### src/range_nco_pkg.sv
// Package with register map, field layouts, reset values and carriers for the range and oscillator block.
package range_nco_pkg;
    // ----------------------------------------
    // Register offsets (byte addresses = 4 x index)
    // ----------------------------------------
    localparam logic [11:0] REG_IDX_SELECT_MODE = 12'h020C;
    localparam logic [11:0] REG_IDX_PRESET_INDEX = 12'h020D;
    localparam logic [11:0] REG_IDX_CONTROL = 12'h0210;
    localparam logic [11:0] REG_IDX_LIMITS = 12'h0211;
    localparam logic [11:0] REG_IDX_IRQ_STATUS = 12'h0212;
    localparam logic [11:0] REG_IDX_IRQ_MASK = 12'h0213;
    localparam logic [11:0] REG_IDX_LIVE_STATUS = 12'h0214;
    localparam logic [11:0] REG_IDX_STEP_BASE = 12'h0220;
    localparam logic [11:0] REG_IDX_PHASE_BASE = 12'h0228;
    // ----------------------------------------
    // Field positions
    // ----------------------------------------
    localparam int SELECT_SOURCE_BIT = 0;
    localparam int POWER_DOWN_BIT_POS = 0;
    localparam int WINDOW_EXP_LSB = 4;
    localparam int LIMIT_B_LSB = 8;
    localparam int IRQ_FLAG_A_BIT = 0;
    localparam int IRQ_FLAG_B_BIT = 1;
    localparam int IRQ_WINDOW_BIT = 2;
    // ----------------------------------------
    // Reset values and sizes
    // ----------------------------------------
    localparam logic [7:0] SELECT_MODE_RESET = 8'h00;
    localparam logic [7:0] PRESET_INDEX_RESET = 8'h00;
    localparam logic [7:0] LIMIT_A_RESET = 8'hFF;
    localparam logic [7:0] LIMIT_B_RESET = 8'hFF;
    localparam logic [2:0] WINDOW_EXP_RESET = 3'h0;
    localparam logic [31:0] STEP_RESET = 32'h0000_0000;
    localparam logic [15:0] PHASE_RESET = 16'h0000;
    localparam logic [11:0] MIDSCALE = 12'h0800;
    localparam int PRESET_COUNT = 8;
    localparam int PHASE_LUT_BITS = 6;
    localparam int SAMPLE_BITS = 15;
    // ----------------------------------------
    // Carriers
    // ----------------------------------------
    typedef struct packed {
        logic [14:0] value;
        logic flag;
    } word_out_t;
    typedef struct packed {
        word_out_t in_phase;
        word_out_t quadrature;
        logic valid;
    } complex_out_t;
endpackage : range_nco_pkg

### src/range_nco_core.sv
// Over-range monitor, eight-preset oscillator, complex mixer and output gating.
//
// The implementer's own choice: the Avalon-MM register port.
`timescale 1ns/100ps
`default_nettype none
// What this block does
// - Fold each 12-bit sample to magnitude; compare top 8 bits with two limits.
// - Offset binary to two's complement, 11-bit magnitude; -2048 gives 2047, 2048 gives 0.
// - Flag set when any compared magnitude reaches its limit in the window, else clear.
// - Flag A sits in LSB of each I word, I value in upper 15 bits.
// - Flag B sits in LSB of each Q word, Q value in upper 15 bits.
// - Window length is two to the exponent samples, 1 up to 128.
// - Power-down bit high disables the serial output drivers.
// - A 32-bit tuned complex exponential multiplies real samples down to zero frequency.
// - Eight presets, each accumulator runs always; switching takes effect at once.
// - Preset index field sits in bits 2:0 at offset 0x20D.
// - Bit 0 at offset 0x20C picks pins (0) or register field (1).
// - Each accumulator has its own step word and phase word.
// - Output frequency is step word times 2^-32 times sample clock.
// - 16-bit phase word is left-justified to 32 bits and added to accumulator.
module range_nco_core
    import range_nco_pkg::*;
(
    input wire logic mclk,
    input wire logic rst,
    input wire logic [11:0] sample_in,
    input wire logic [2:0] preset_select_pins,
    input wire logic [13:0] address,
    input wire logic read,
    input wire logic write,
    input wire logic [31:0] writedata,
    input wire logic [3:0] byteenable,
    output logic [31:0] readdata,
    output logic waitrequest,
    output logic [1:0] response,
    output complex_out_t sample_out,
    output logic serial_enable,
    output logic irq
);
    // ----------------------------------------
    // Register bus slave
    // ----------------------------------------
    logic [7:0] select_mode_q;
    logic [7:0] preset_index_q;
    logic power_down_bit_q;
    logic [2:0] range_window_exponent_q;
    logic [7:0] range_limit_a_q;
    logic [7:0] range_limit_b_q;
    logic [2:0] irq_status_q;
    logic [2:0] irq_mask_q;
    logic [31:0] tone_step_word_q [PRESET_COUNT];
    logic [15:0] tone_phase_word_q [PRESET_COUNT];
    logic ack_q;
    logic range_flag_a_q;
    logic range_flag_b_q;
    logic [2:0] irq_event;
    logic [11:0] reg_idx;
    logic wr_go;
    logic [31:0] rd_d;
    logic hit_d;

    assign reg_idx = address[13:2];
    assign wr_go = write && ack_q;

    always_ff @(posedge mclk) begin
        if (rst) begin
            ack_q <= 1'b0;
            waitrequest <= 1'b1;
        end else begin
            ack_q <= (read || write) && !ack_q;
            waitrequest <= !((read || write) && !ack_q);
        end
    end

    always_comb begin
        rd_d = 32'h0000_0000;
        hit_d = 1'b1;
        if (reg_idx == REG_IDX_SELECT_MODE) begin
            rd_d = {24'h00_0000, select_mode_q};
        end else if (reg_idx == REG_IDX_PRESET_INDEX) begin
            rd_d = {24'h00_0000, preset_index_q};
        end else if (reg_idx == REG_IDX_CONTROL) begin
            rd_d = {25'h000_0000, range_window_exponent_q, 3'h0, power_down_bit_q};
        end else if (reg_idx == REG_IDX_LIMITS) begin
            rd_d = {16'h0000, range_limit_b_q, range_limit_a_q};
        end else if (reg_idx == REG_IDX_IRQ_STATUS) begin
            rd_d = {29'h0000_0000, irq_status_q};
        end else if (reg_idx == REG_IDX_IRQ_MASK) begin
            rd_d = {29'h0000_0000, irq_mask_q};
        end else if (reg_idx == REG_IDX_LIVE_STATUS) begin
            rd_d = {30'h0000_0000, range_flag_b_q, range_flag_a_q};
        end else if (reg_idx[11:3] == REG_IDX_STEP_BASE[11:3]) begin
            rd_d = tone_step_word_q[reg_idx[2:0]];
        end else if (reg_idx[11:3] == REG_IDX_PHASE_BASE[11:3]) begin
            rd_d = {16'h0000, tone_phase_word_q[reg_idx[2:0]]};
        end else begin
            hit_d = 1'b0;
        end
    end

    always_ff @(posedge mclk) begin
        if (rst) begin
            readdata <= 32'h0000_0000;
            response <= 2'h0;
        end else begin
            readdata <= (read && !ack_q) ? rd_d : 32'h0000_0000;
            response <= hit_d ? 2'h0 : 2'h2;
        end
    end

    always_ff @(posedge mclk) begin
        if (rst) begin
            select_mode_q <= SELECT_MODE_RESET;
            preset_index_q <= PRESET_INDEX_RESET;
            power_down_bit_q <= 1'b0;
            range_window_exponent_q <= WINDOW_EXP_RESET;
            range_limit_a_q <= LIMIT_A_RESET;
            range_limit_b_q <= LIMIT_B_RESET;
            irq_mask_q <= 3'h0;
        end else if (wr_go && byteenable[0]) begin
            if (reg_idx == REG_IDX_SELECT_MODE) begin
                select_mode_q <= writedata[7:0];
            end
            if (reg_idx == REG_IDX_PRESET_INDEX) begin
                preset_index_q <= writedata[7:0];
            end
            if (reg_idx == REG_IDX_CONTROL) begin
                power_down_bit_q <= writedata[POWER_DOWN_BIT_POS];
                range_window_exponent_q <= writedata[WINDOW_EXP_LSB +: 3];
            end
            if (reg_idx == REG_IDX_LIMITS) begin
                range_limit_a_q <= writedata[7:0];
            end
            if (reg_idx == REG_IDX_IRQ_MASK) begin
                irq_mask_q <= writedata[2:0];
            end
        end
        if (!rst && wr_go && byteenable[1] && reg_idx == REG_IDX_LIMITS) begin
            range_limit_b_q <= writedata[LIMIT_B_LSB +: 8];
        end
    end

    genvar gi;
    generate
        for (gi = 0; gi < PRESET_COUNT; gi++) begin : g_words
            always_ff @(posedge mclk) begin
                if (rst) begin
                    tone_step_word_q[gi] <= STEP_RESET;
                    tone_phase_word_q[gi] <= PHASE_RESET;
                end else if (wr_go) begin
                    for (int b = 0; b < 4; b++) begin
                        if (byteenable[b] && reg_idx == REG_IDX_STEP_BASE + 12'(gi)) begin
                            tone_step_word_q[gi][b*8 +: 8] <= writedata[b*8 +: 8];
                        end
                    end
                    for (int b = 0; b < 2; b++) begin
                        if (byteenable[b] && reg_idx == REG_IDX_PHASE_BASE + 12'(gi)) begin
                            tone_phase_word_q[gi][b*8 +: 8] <= writedata[b*8 +: 8];
                        end
                    end
                end
            end
        end
    endgenerate

    // ----------------------------------------
    // Interrupt status, write one to clear, set wins
    // ----------------------------------------
    always_ff @(posedge mclk) begin
        if (rst) begin
            irq_status_q <= 3'h0;
            irq <= 1'b0;
        end else begin
            if (wr_go && byteenable[0] && reg_idx == REG_IDX_IRQ_STATUS) begin
                irq_status_q <= (irq_status_q & ~writedata[2:0]) | irq_event;
            end else begin
                irq_status_q <= irq_status_q | irq_event;
            end
            irq <= |(irq_status_q & irq_mask_q);
        end
    end

    // ----------------------------------------
    // Over-range monitor
    // ----------------------------------------
    logic [11:0] sample_s1_q;
    logic [11:0] sample_s2_q;
    logic [11:0] twos;
    logic [10:0] magnitude;
    logic [7:0] mag_top;
    logic [6:0] win_count_q;
    logic [6:0] win_last;
    logic hit_a_q;
    logic hit_b_q;
    logic win_end;
    logic cur_a;
    logic cur_b;

    always_ff @(posedge mclk) begin
        if (rst) begin
            sample_s1_q <= MIDSCALE;
            sample_s2_q <= MIDSCALE;
        end else begin
            sample_s1_q <= sample_in;
            sample_s2_q <= sample_s1_q;
        end
    end

    assign twos = sample_s2_q ^ MIDSCALE;
    assign magnitude = !twos[11] ? twos[10:0] :
        ((twos[10:0] == 11'h000) ? 11'h7FF : 11'(~twos[10:0] + 11'h001));
    assign mag_top = magnitude[10:3];
    assign cur_a = mag_top >= range_limit_a_q;
    assign cur_b = mag_top >= range_limit_b_q;
    assign win_last = 7'((8'h01 << range_window_exponent_q) - 8'h01);
    assign win_end = win_count_q >= win_last;
    assign irq_event = {win_end, win_end & (hit_b_q | cur_b), win_end & (hit_a_q | cur_a)};

    always_ff @(posedge mclk) begin
        if (rst) begin
            win_count_q <= 7'h00;
            hit_a_q <= 1'b0;
            hit_b_q <= 1'b0;
            range_flag_a_q <= 1'b0;
            range_flag_b_q <= 1'b0;
        end else if (win_end) begin
            win_count_q <= 7'h00;
            hit_a_q <= 1'b0;
            hit_b_q <= 1'b0;
            range_flag_a_q <= hit_a_q | cur_a;
            range_flag_b_q <= hit_b_q | cur_b;
        end else begin
            win_count_q <= win_count_q + 7'h01;
            hit_a_q <= hit_a_q | cur_a;
            hit_b_q <= hit_b_q | cur_b;
        end
    end

    // ----------------------------------------
    // Oscillator presets and mixer
    // ----------------------------------------
    logic [31:0] accum_q [PRESET_COUNT];
    logic [2:0] active;
    logic [31:0] phase_now;
    logic [PHASE_LUT_BITS-1:0] lut_idx;
    logic signed [15:0] cos_v;
    logic signed [15:0] sin_v;
    logic signed [12:0] real_s;
    logic signed [28:0] prod_i;
    logic signed [28:0] prod_q;
    logic [2:0] pins_s1_q;
    logic [2:0] pins_s2_q;

    always_ff @(posedge mclk) begin
        if (rst) begin
            pins_s1_q <= 3'h0;
            pins_s2_q <= 3'h0;
        end else begin
            pins_s1_q <= preset_select_pins;
            pins_s2_q <= pins_s1_q;
        end
    end

    generate
        for (gi = 0; gi < PRESET_COUNT; gi++) begin : g_accum
            always_ff @(posedge mclk) begin
                if (rst) begin
                    accum_q[gi] <= 32'h0000_0000;
                end else begin
                    accum_q[gi] <= accum_q[gi] + tone_step_word_q[gi];
                end
            end
        end
    endgenerate

    assign active = select_mode_q[SELECT_SOURCE_BIT] ? preset_index_q[2:0] : pins_s2_q;
    assign phase_now = accum_q[active] + {tone_phase_word_q[active], 16'h0000};
    assign lut_idx = phase_now[31 -: PHASE_LUT_BITS];

    function automatic logic signed [15:0] sine_of(input logic [PHASE_LUT_BITS-1:0] p);
        real ang;
        ang = 6.283185307179586 * p / (2.0 ** PHASE_LUT_BITS);
        return 16'($rtoi(32767.0 * $sin(ang)));
    endfunction : sine_of

    logic signed [15:0] sine_rom [2**PHASE_LUT_BITS];
    generate
        for (gi = 0; gi < 2**PHASE_LUT_BITS; gi++) begin : g_rom
            assign sine_rom[gi] = sine_of(PHASE_LUT_BITS'(gi));
        end
    endgenerate

    assign cos_v = sine_rom[PHASE_LUT_BITS'(lut_idx + PHASE_LUT_BITS'(2**(PHASE_LUT_BITS-2)))];
    assign sin_v = sine_rom[lut_idx];
    assign real_s = {twos[11], twos};
    assign prod_i = real_s * cos_v;
    assign prod_q = -(real_s * sin_v);

    always_ff @(posedge mclk) begin
        if (rst) begin
            sample_out <= '0;
        end else begin
            sample_out.valid <= !power_down_bit_q;
            sample_out.in_phase.value <= prod_i[26 -: SAMPLE_BITS];
            sample_out.in_phase.flag <= range_flag_a_q;
            sample_out.quadrature.value <= prod_q[26 -: SAMPLE_BITS];
            sample_out.quadrature.flag <= range_flag_b_q;
        end
    end

    // ----------------------------------------
    // Power-down gating
    // ----------------------------------------
    always_ff @(posedge mclk) begin
        if (rst) begin
            serial_enable <= 1'b0;
        end else begin
            serial_enable <= !power_down_bit_q;
        end
    end
endmodule : range_nco_core
`default_nettype wire

### config.mk
export PLATFORM = sky130hd
export DESIGN_NAME = range_nco_core
export DESIGN_NICKNAME = d
export VERILOG_FILES = /design/src/range_nco_pkg.sv /design/src/range_nco_core.sv
export SDC_FILE = /design/constraint.sdc
export NUM_CORES = 2
export LEC_CHECK = 0
export BUFFER_PORTS_ARGS = -buffer_cell sky130_fd_sc_hd__buf_2
export CAP_MARGIN = 20
export CORE_UTILIZATION = 44
export CTS_BUF_LIST = sky130_fd_sc_hd__clkbuf_8
export CTS_CLUSTER_SIZE = 24
export DETAILED_ROUTE_END_ITERATION = 7
export SETUP_SLACK_MARGIN = 0.1
export SYNTH_ARGS = -nofsm -noshare
export SYNTH_HDL_FRONTEND = slang
export SYNTH_SLANG_ARGS = --single-unit
### constraint.sdc
create_clock -name mclk -period 14.1 [get_ports mclk]
set_input_delay 0.705 -clock mclk [delete_from_list [all_inputs] [get_ports mclk]]
set_output_delay 0.705 -clock mclk [all_outputs]
set_load 0.01 [all_outputs]
### Yosys cells after proc, flatten, opt, wreduce, memory -nomap -nowiden

Memories as Yosys holds them, arrays and structs flattened.
Cells that the tools add are included.

* eq/ne operators: 25
* shifts and indexed selects: 1
* reductions and logical operators: 73
* multiply operators: 2
* mux-type cells: 280
* bitwise gates (word level): 70
* add/subtract/negate cells: 14
* magnitude comparators: 5

Operator list (number)
* 2-to-1 mux 8 bit: 53
* adder 32 bit: 9
* 2-to-1 mux 32 bit: 9
* equality test 12 x 10 -> 1 bit (second input constant): 23
* 2-to-1 mux 1 bit: 204
* 2-to-1 mux 16 bit: 9
* bitwise OR 1 bit: 58
* logical AND 1 bit: 56
* multiplier 12 x 16 -> 27 bit: 2
* negator 27 bit: 1
* 2-to-1 mux 11 bit: 2
* equality test 9 x 7 -> 1 bit (second input constant): 2
* >= comparator 8 bit: 2
* >= comparator 7 bit (second input constant): 2
* NOT 6 -> 7 bit: 2
* adder 11 x 1 -> 11 bit (second input constant): 1
* logical NOT 11 bit: 1
* NOT 11 bit: 1
* AND reduction 2 bit: 5
* OR reduction 9 bit: 1
* adder 7 x 1 -> 7 bit (second input constant): 1
* >= comparator 7 bit: 1
* left shift 1 x 3 -> 7 bit (first input constant): 1
* subtractor 7 x 1 -> 7 bit (second input constant): 1
* 14 further kinds: 23

* ROM bits: 2048
* bits in writable memories: 640
* bits in registers: 153
* input bits: 69
* logic and storage cells: 504
* memories kept: 5
* output and inout port bits: 70

Memory list
* (name not given): words 64, width 16, read ports 1, clocked after Yosys merged registers in 0, write ports 0, line range_nco_core.sv:294 `assign sin_v = sine_rom[lut_idx];`
* (name not given): words 64, width 16, read ports 1, clocked after Yosys merged registers in 0, write ports 0, line range_nco_core.sv:293 `assign cos_v = sine_rom[PHASE_LUT_BITS'(lut_idx + PHASE_LUT_BITS'(2**(PHASE_LUT_BITS-2)))];`
* accum_q: words 8, width 32, read ports 9, clocked after Yosys merged registers in 0, write ports 8, line range_nco_core.sv:242 `logic [31:0] accum_q [PRESET_COUNT];`
* tone_step_word_q: words 8, width 32, read ports 9, clocked after Yosys merged registers in 0, write ports 8, line range_nco_core.sv:51 `logic [31:0] tone_step_word_q [PRESET_COUNT];`
* tone_phase_word_q: words 8, width 16, read ports 2, clocked after Yosys merged registers in 0, write ports 8, line range_nco_core.sv:52 `logic [15:0] tone_phase_word_q [PRESET_COUNT];`

### Longest topological paths before layout

* depth in word-level cells: 11
* gate-level depth with buffers: 51
* depth with buffers taken out: 46

### Worst setup path after synthesis

No wires, ideal clock.

* path type: reg-to-reg
* start: register select_mode_q[0]
* end: register sample_out[12] in the netlist's numbering
* buffers on the path: 7
* library setup time: 0.121 ns
* cell stages (with the launch flop): 42
* setup slack: 3.149 ns
* period minus slack after synthesis: 10.951 ns
* data required time: 13.979 ns
* arrival: 10.830 ns
* cell sequence: dfxtp_1 -> buf_6 -> mux2i_1 -> buf_2 -> buf_1 -> mux4_2 -> mux2_2 -> ha_1 -> a21o_1 -> a21oi_1 -> o2111a_1 -> o31ai_4 -> a31oi_1 -> xor2_1 -> buf_2 -> buf_2 -> clkbuf_1 -> ha_1 -> [6 not listed] -> inv_1 -> fa_1 -> inv_1 -> fa_1 -> fa_1 -> fa_1 -> ha_1 -> ha_1 -> o21a_1 -> o21ai_0 -> nand2_1 -> a21oi_1 -> or2_2 -> o311a_1 -> a211o_1 -> a21oi_2 -> a21oi_1 -> mux2_4

* longest elaborated chain between the ends: 9
* elaborated cells on any way between the ends: 10
* those cells by class: add/sub (2); mul (1); mux (3); bitwise (1); memory (3)

Ends and longest elaborated chain
* start: declaration: line range_nco_core.sv:43 `logic [7:0] select_mode_q;`
* start signal: assignment: line range_nco_core.sv:122 `select_mode_q <= writedata[7:0];`
* 2-to-1 mux 3 bit *: line range_nco_core.sv:276 `assign active = select_mode_q[SELECT_SOURCE_BIT] ? preset_index_q[2:0] : pins_s2_q;`
* memory read (8 x 32 bit) / memory read (8 x 16 bit) (equally long branches)
* adder 32 bit *: line range_nco_core.sv:277 `assign phase_now = accum_q[active] + {tone_phase_word_q[active], 16'h0000};`
* NOT 6 -> 7 bit (implied by the code) *: line range_nco_core.sv:294
* memory read (64 x 16 bit) *
* 2-to-1 mux 16 bit (implied by the code) * (2 in a row): line range_nco_core.sv:294
* multiplier 12 x 16 -> 27 bit *: line range_nco_core.sv:297 `assign prod_q = -(real_s * sin_v);`
* negator 27 bit *: line range_nco_core.sv:297
* end: declaration: line range_nco_core.sv:36 `output complex_out_t sample_out,`

Mark *: on every way between the ends. The rest lies on a longest branch, timed or not. The select of a mux whose other input is x is not followed.
A chain may end at the register's enable or synchronous reset.

### Worst setup path in the final report

Ends and elaborated chain as after synthesis.

==> qor.yml <==
crit_top_cell: "fa_1"
final_cell_area_um2: 64000
dieArea_um2: 133000
synthesis.area_um2: 58100
rsz0062_at_grt: "false"
dp_hpwl_um: 123000
post_drt_wl_per_cell_um: 20.6
io_pins: 139
grt_usage: 0.242
grt_max_degree: 74
post_dp_cell_area_um2: 60800
ff2ff_path_depth: 36
overflow: 0
row_count: 132
max-slew-margin-rel: 0.213
synth.distinct_cells: 95
insertion_delay_ns: 0.89
worstPathRequired_ns: 14.86
synth_top_area_frac: 0.203
fp.dieH_um: 365
total_power_mw: 13.5
die_w_um: 365
post-route-period-util: 0.874
syn_inst: 5718
crit_fanout: 34
firstDrtPassIters: 6
cts_root_buffer: "clkbuf_8"
vias: 43000
clk_pin_slew_worst_paths_ns: 0.06
slowest_stage: "mux2i_4"
cts_hold_buf: 15
fmax_ghz: 0.0812
start_util: 0.446
outcome: "finished clean"
async_flop_share: 0
drc: 0
routed_wl_um: 160000
synth_top_cell_by_area: "edfxtp_1"
leakagePower_nw: 27.4
num-nets-final: 6733
crit_arrival_ns: 13.08
ys_seq_elements: 792
cp_slowest_stage_delay_ns: 0.88
setup_violations: 0
cts_resized: 0
synth_edf_count: 392
maxSlewViolCount: 0
hold_ws_ns: 0.175
end_kind: "flop"
hold_viol_final: 0
netlist_top_cells_area: "edfxtp_1 20%, dfxtp_1 14%, fa_1 12%"
tightest_slew_ns: 1.17
yosysSeqAreaShare: 0.341
antenna_found_initial: 7
grt_pass1_wl_um: 247000
cts_tree: "done"
post_cts_buffers: 0
cts_made_buffers: 145
cap_viol_max_count: 0
tns_ns: 0
drt_iter0_drc: 3205
critPathKind: "reg2reg"
ant_nets: 0
grt_pass1_vias: 42800
viasPerCell: 5.56
min_period_ns: 12.32
synth_fp_nets: 6574
start_kind: "flop"
synth.avg_cell_area_um2: 10.2
skew_ns: 0.0417
area_growth_pct: 10.3
gp_congestion: 0.932
synth_top_flop_cell: "dfxtp_1"
drive_gt1_frac: 0.125
holdPathStages: 2
p_per_area_nw_per_um2: 211
portBuffers: 135
peakVddDrop_mv: 0.385
htree_levels: 4
cts_buffer_depth: 3
ys_warn_count: 0
core_um2: 130000
hp-class: "in2reg"
cts_sinks: 792
[metrics by stage]
stage	instances	utilization	setup WS, ns
floorplan	5718	-	3.15
CTS	7721	0.491	1.84
detailed placement	7437	0.467	1.84
global route	7743	0.492	1.19
finish	7745	0.492	1.78
global placement	7431	0.467	1.89
[layout by cell type (no fill, tap or decap), types with 33 or more instances in the layout]
master,n
a211oi_1,44
a21o_1,78
a21oi_1,226
a31oi_1,33
and2_1,573
and3_1,50
buf_2,146
buf_4,104
clkbuf_8,166
dfxtp_1,398
edfxtp_1,392
fa_1,348
ha_1,439
inv_1,505
mux2_2,45
mux2i_1,45
mux4_2,173
nand2_1,399
nand2b_1,72
nand3_1,85
nor2_1,492
nor2b_1,97
nor3_1,114
o21a_1,41
o21ai_0,222
o21bai_1,34
xnor2_1,140
xor2_1,103
[per-layer routing]
metal | global-route usage | vias up | part of all wire
met5 | 0 | - | 0.000081
met4 | 0.0861 | 2 | 0.033
met3 | 0.0377 | 256 | 0.061
met2 | 0.399 | 1254 | 0.47
met1 | 0.321 | 21400 | 0.43
li1 | - | 20100 | -
[path summary, 6_finish.rpt]
path	from	to	slack, ns
max	select_mode_q[0]$_SDFFE_PP0P_	sample_out[12]$_SDFF_PP0_	1.78
min	read	ack_q$_SDFF_PP0_	0.17
max reg2reg	select_mode_q[0]$_SDFFE_PP0P_	sample_out[12]$_SDFF_PP0_	1.78
min reg2reg	sample_s1_q[11]$_SDFF_PP1_	sample_s2_q[11]$_SDFF_PP1_	0.42
[flip-flops by register name, indices dropped and copies added (netlist names), 7 cells and up]
register           count
sample_s2_q           12
select_mode_q          8
range_limit_a_q        8
tone_phase_word_q    128
tone_step_word_q     256
readdata              32
accum_q              256
preset_index_q         8
win_count_q            7
sample_s1_q           12
range_limit_b_q        8
sample_out            32
[area by class of cell]
class | instances | area, um^2
diodes | 4 | 10.0
clock buffers | 166 | 2280
clock inverters | 103 | 643
fillers | 12200 | 66100
inverters | 462 | 1740
multi-input cells | 4197 | 35600
flip-flops and latches | 792 | 19800
well taps | 1742 | 2180
repair buffers | 279 | 1800
[cell usage after synthesis, drive strengths merged, types with 44 or more instances]
cell / instances
fa: 348
o21ai: 228
ha: 439
clkbuf: 212
nor2b: 97
nand2: 399
and2: 573
mux4: 173
xnor2: 142
nand2b: 72
mux2: 47
nand3: 85
buf: 55
dfxtp: 400
and3: 51
edfxtp: 392
nor2: 492
a21oi: 227
nor3: 114
xor2: 105
a21o: 78
inv: 461
mux2i: 49
a211oi: 44
[power breakdown]
part / internal, mW / total, mW / leakage [nW] / switching (mW)
clock: 1.18 / 2.23 / 1.68 / 1.05
sequential: 2.68 / 2.81 / 7.33 / 0.126
combinational: 3.58 / 8.46 / 18.4 / 4.88
total: 7.44 / 13.5 / 27.4 / 6.06
[worst max-delay path, delay by kind of cell (launching register included)]
kind | cells | cell delay (ns)
adder cells (fa/ha/maj) | 8 | 3.42
AO/OA/AOI/OAI | 14 | 3.38
multiplexers | 5 | 2.54
AND/OR/NAND/NOR | 5 | 0.82
XOR/XNOR | 1 | 0.80
flip-flops | 1 | 0.71
buffers and inverters | 3 | 0.48
[cells by family after synthesis]
kind of cell             synth area share
other                           0.0000646
AO/OA/AOI/OAI                      0.0998
XOR/XNOR                           0.0375
buffers and inverters              0.0481
flip-flops                          0.341
AND/OR/NAND/NOR                     0.174
multiplexers                       0.0850
adder cells (fa/ha/maj)             0.215
Note: power is estimated with default switching activity, not from simulation.
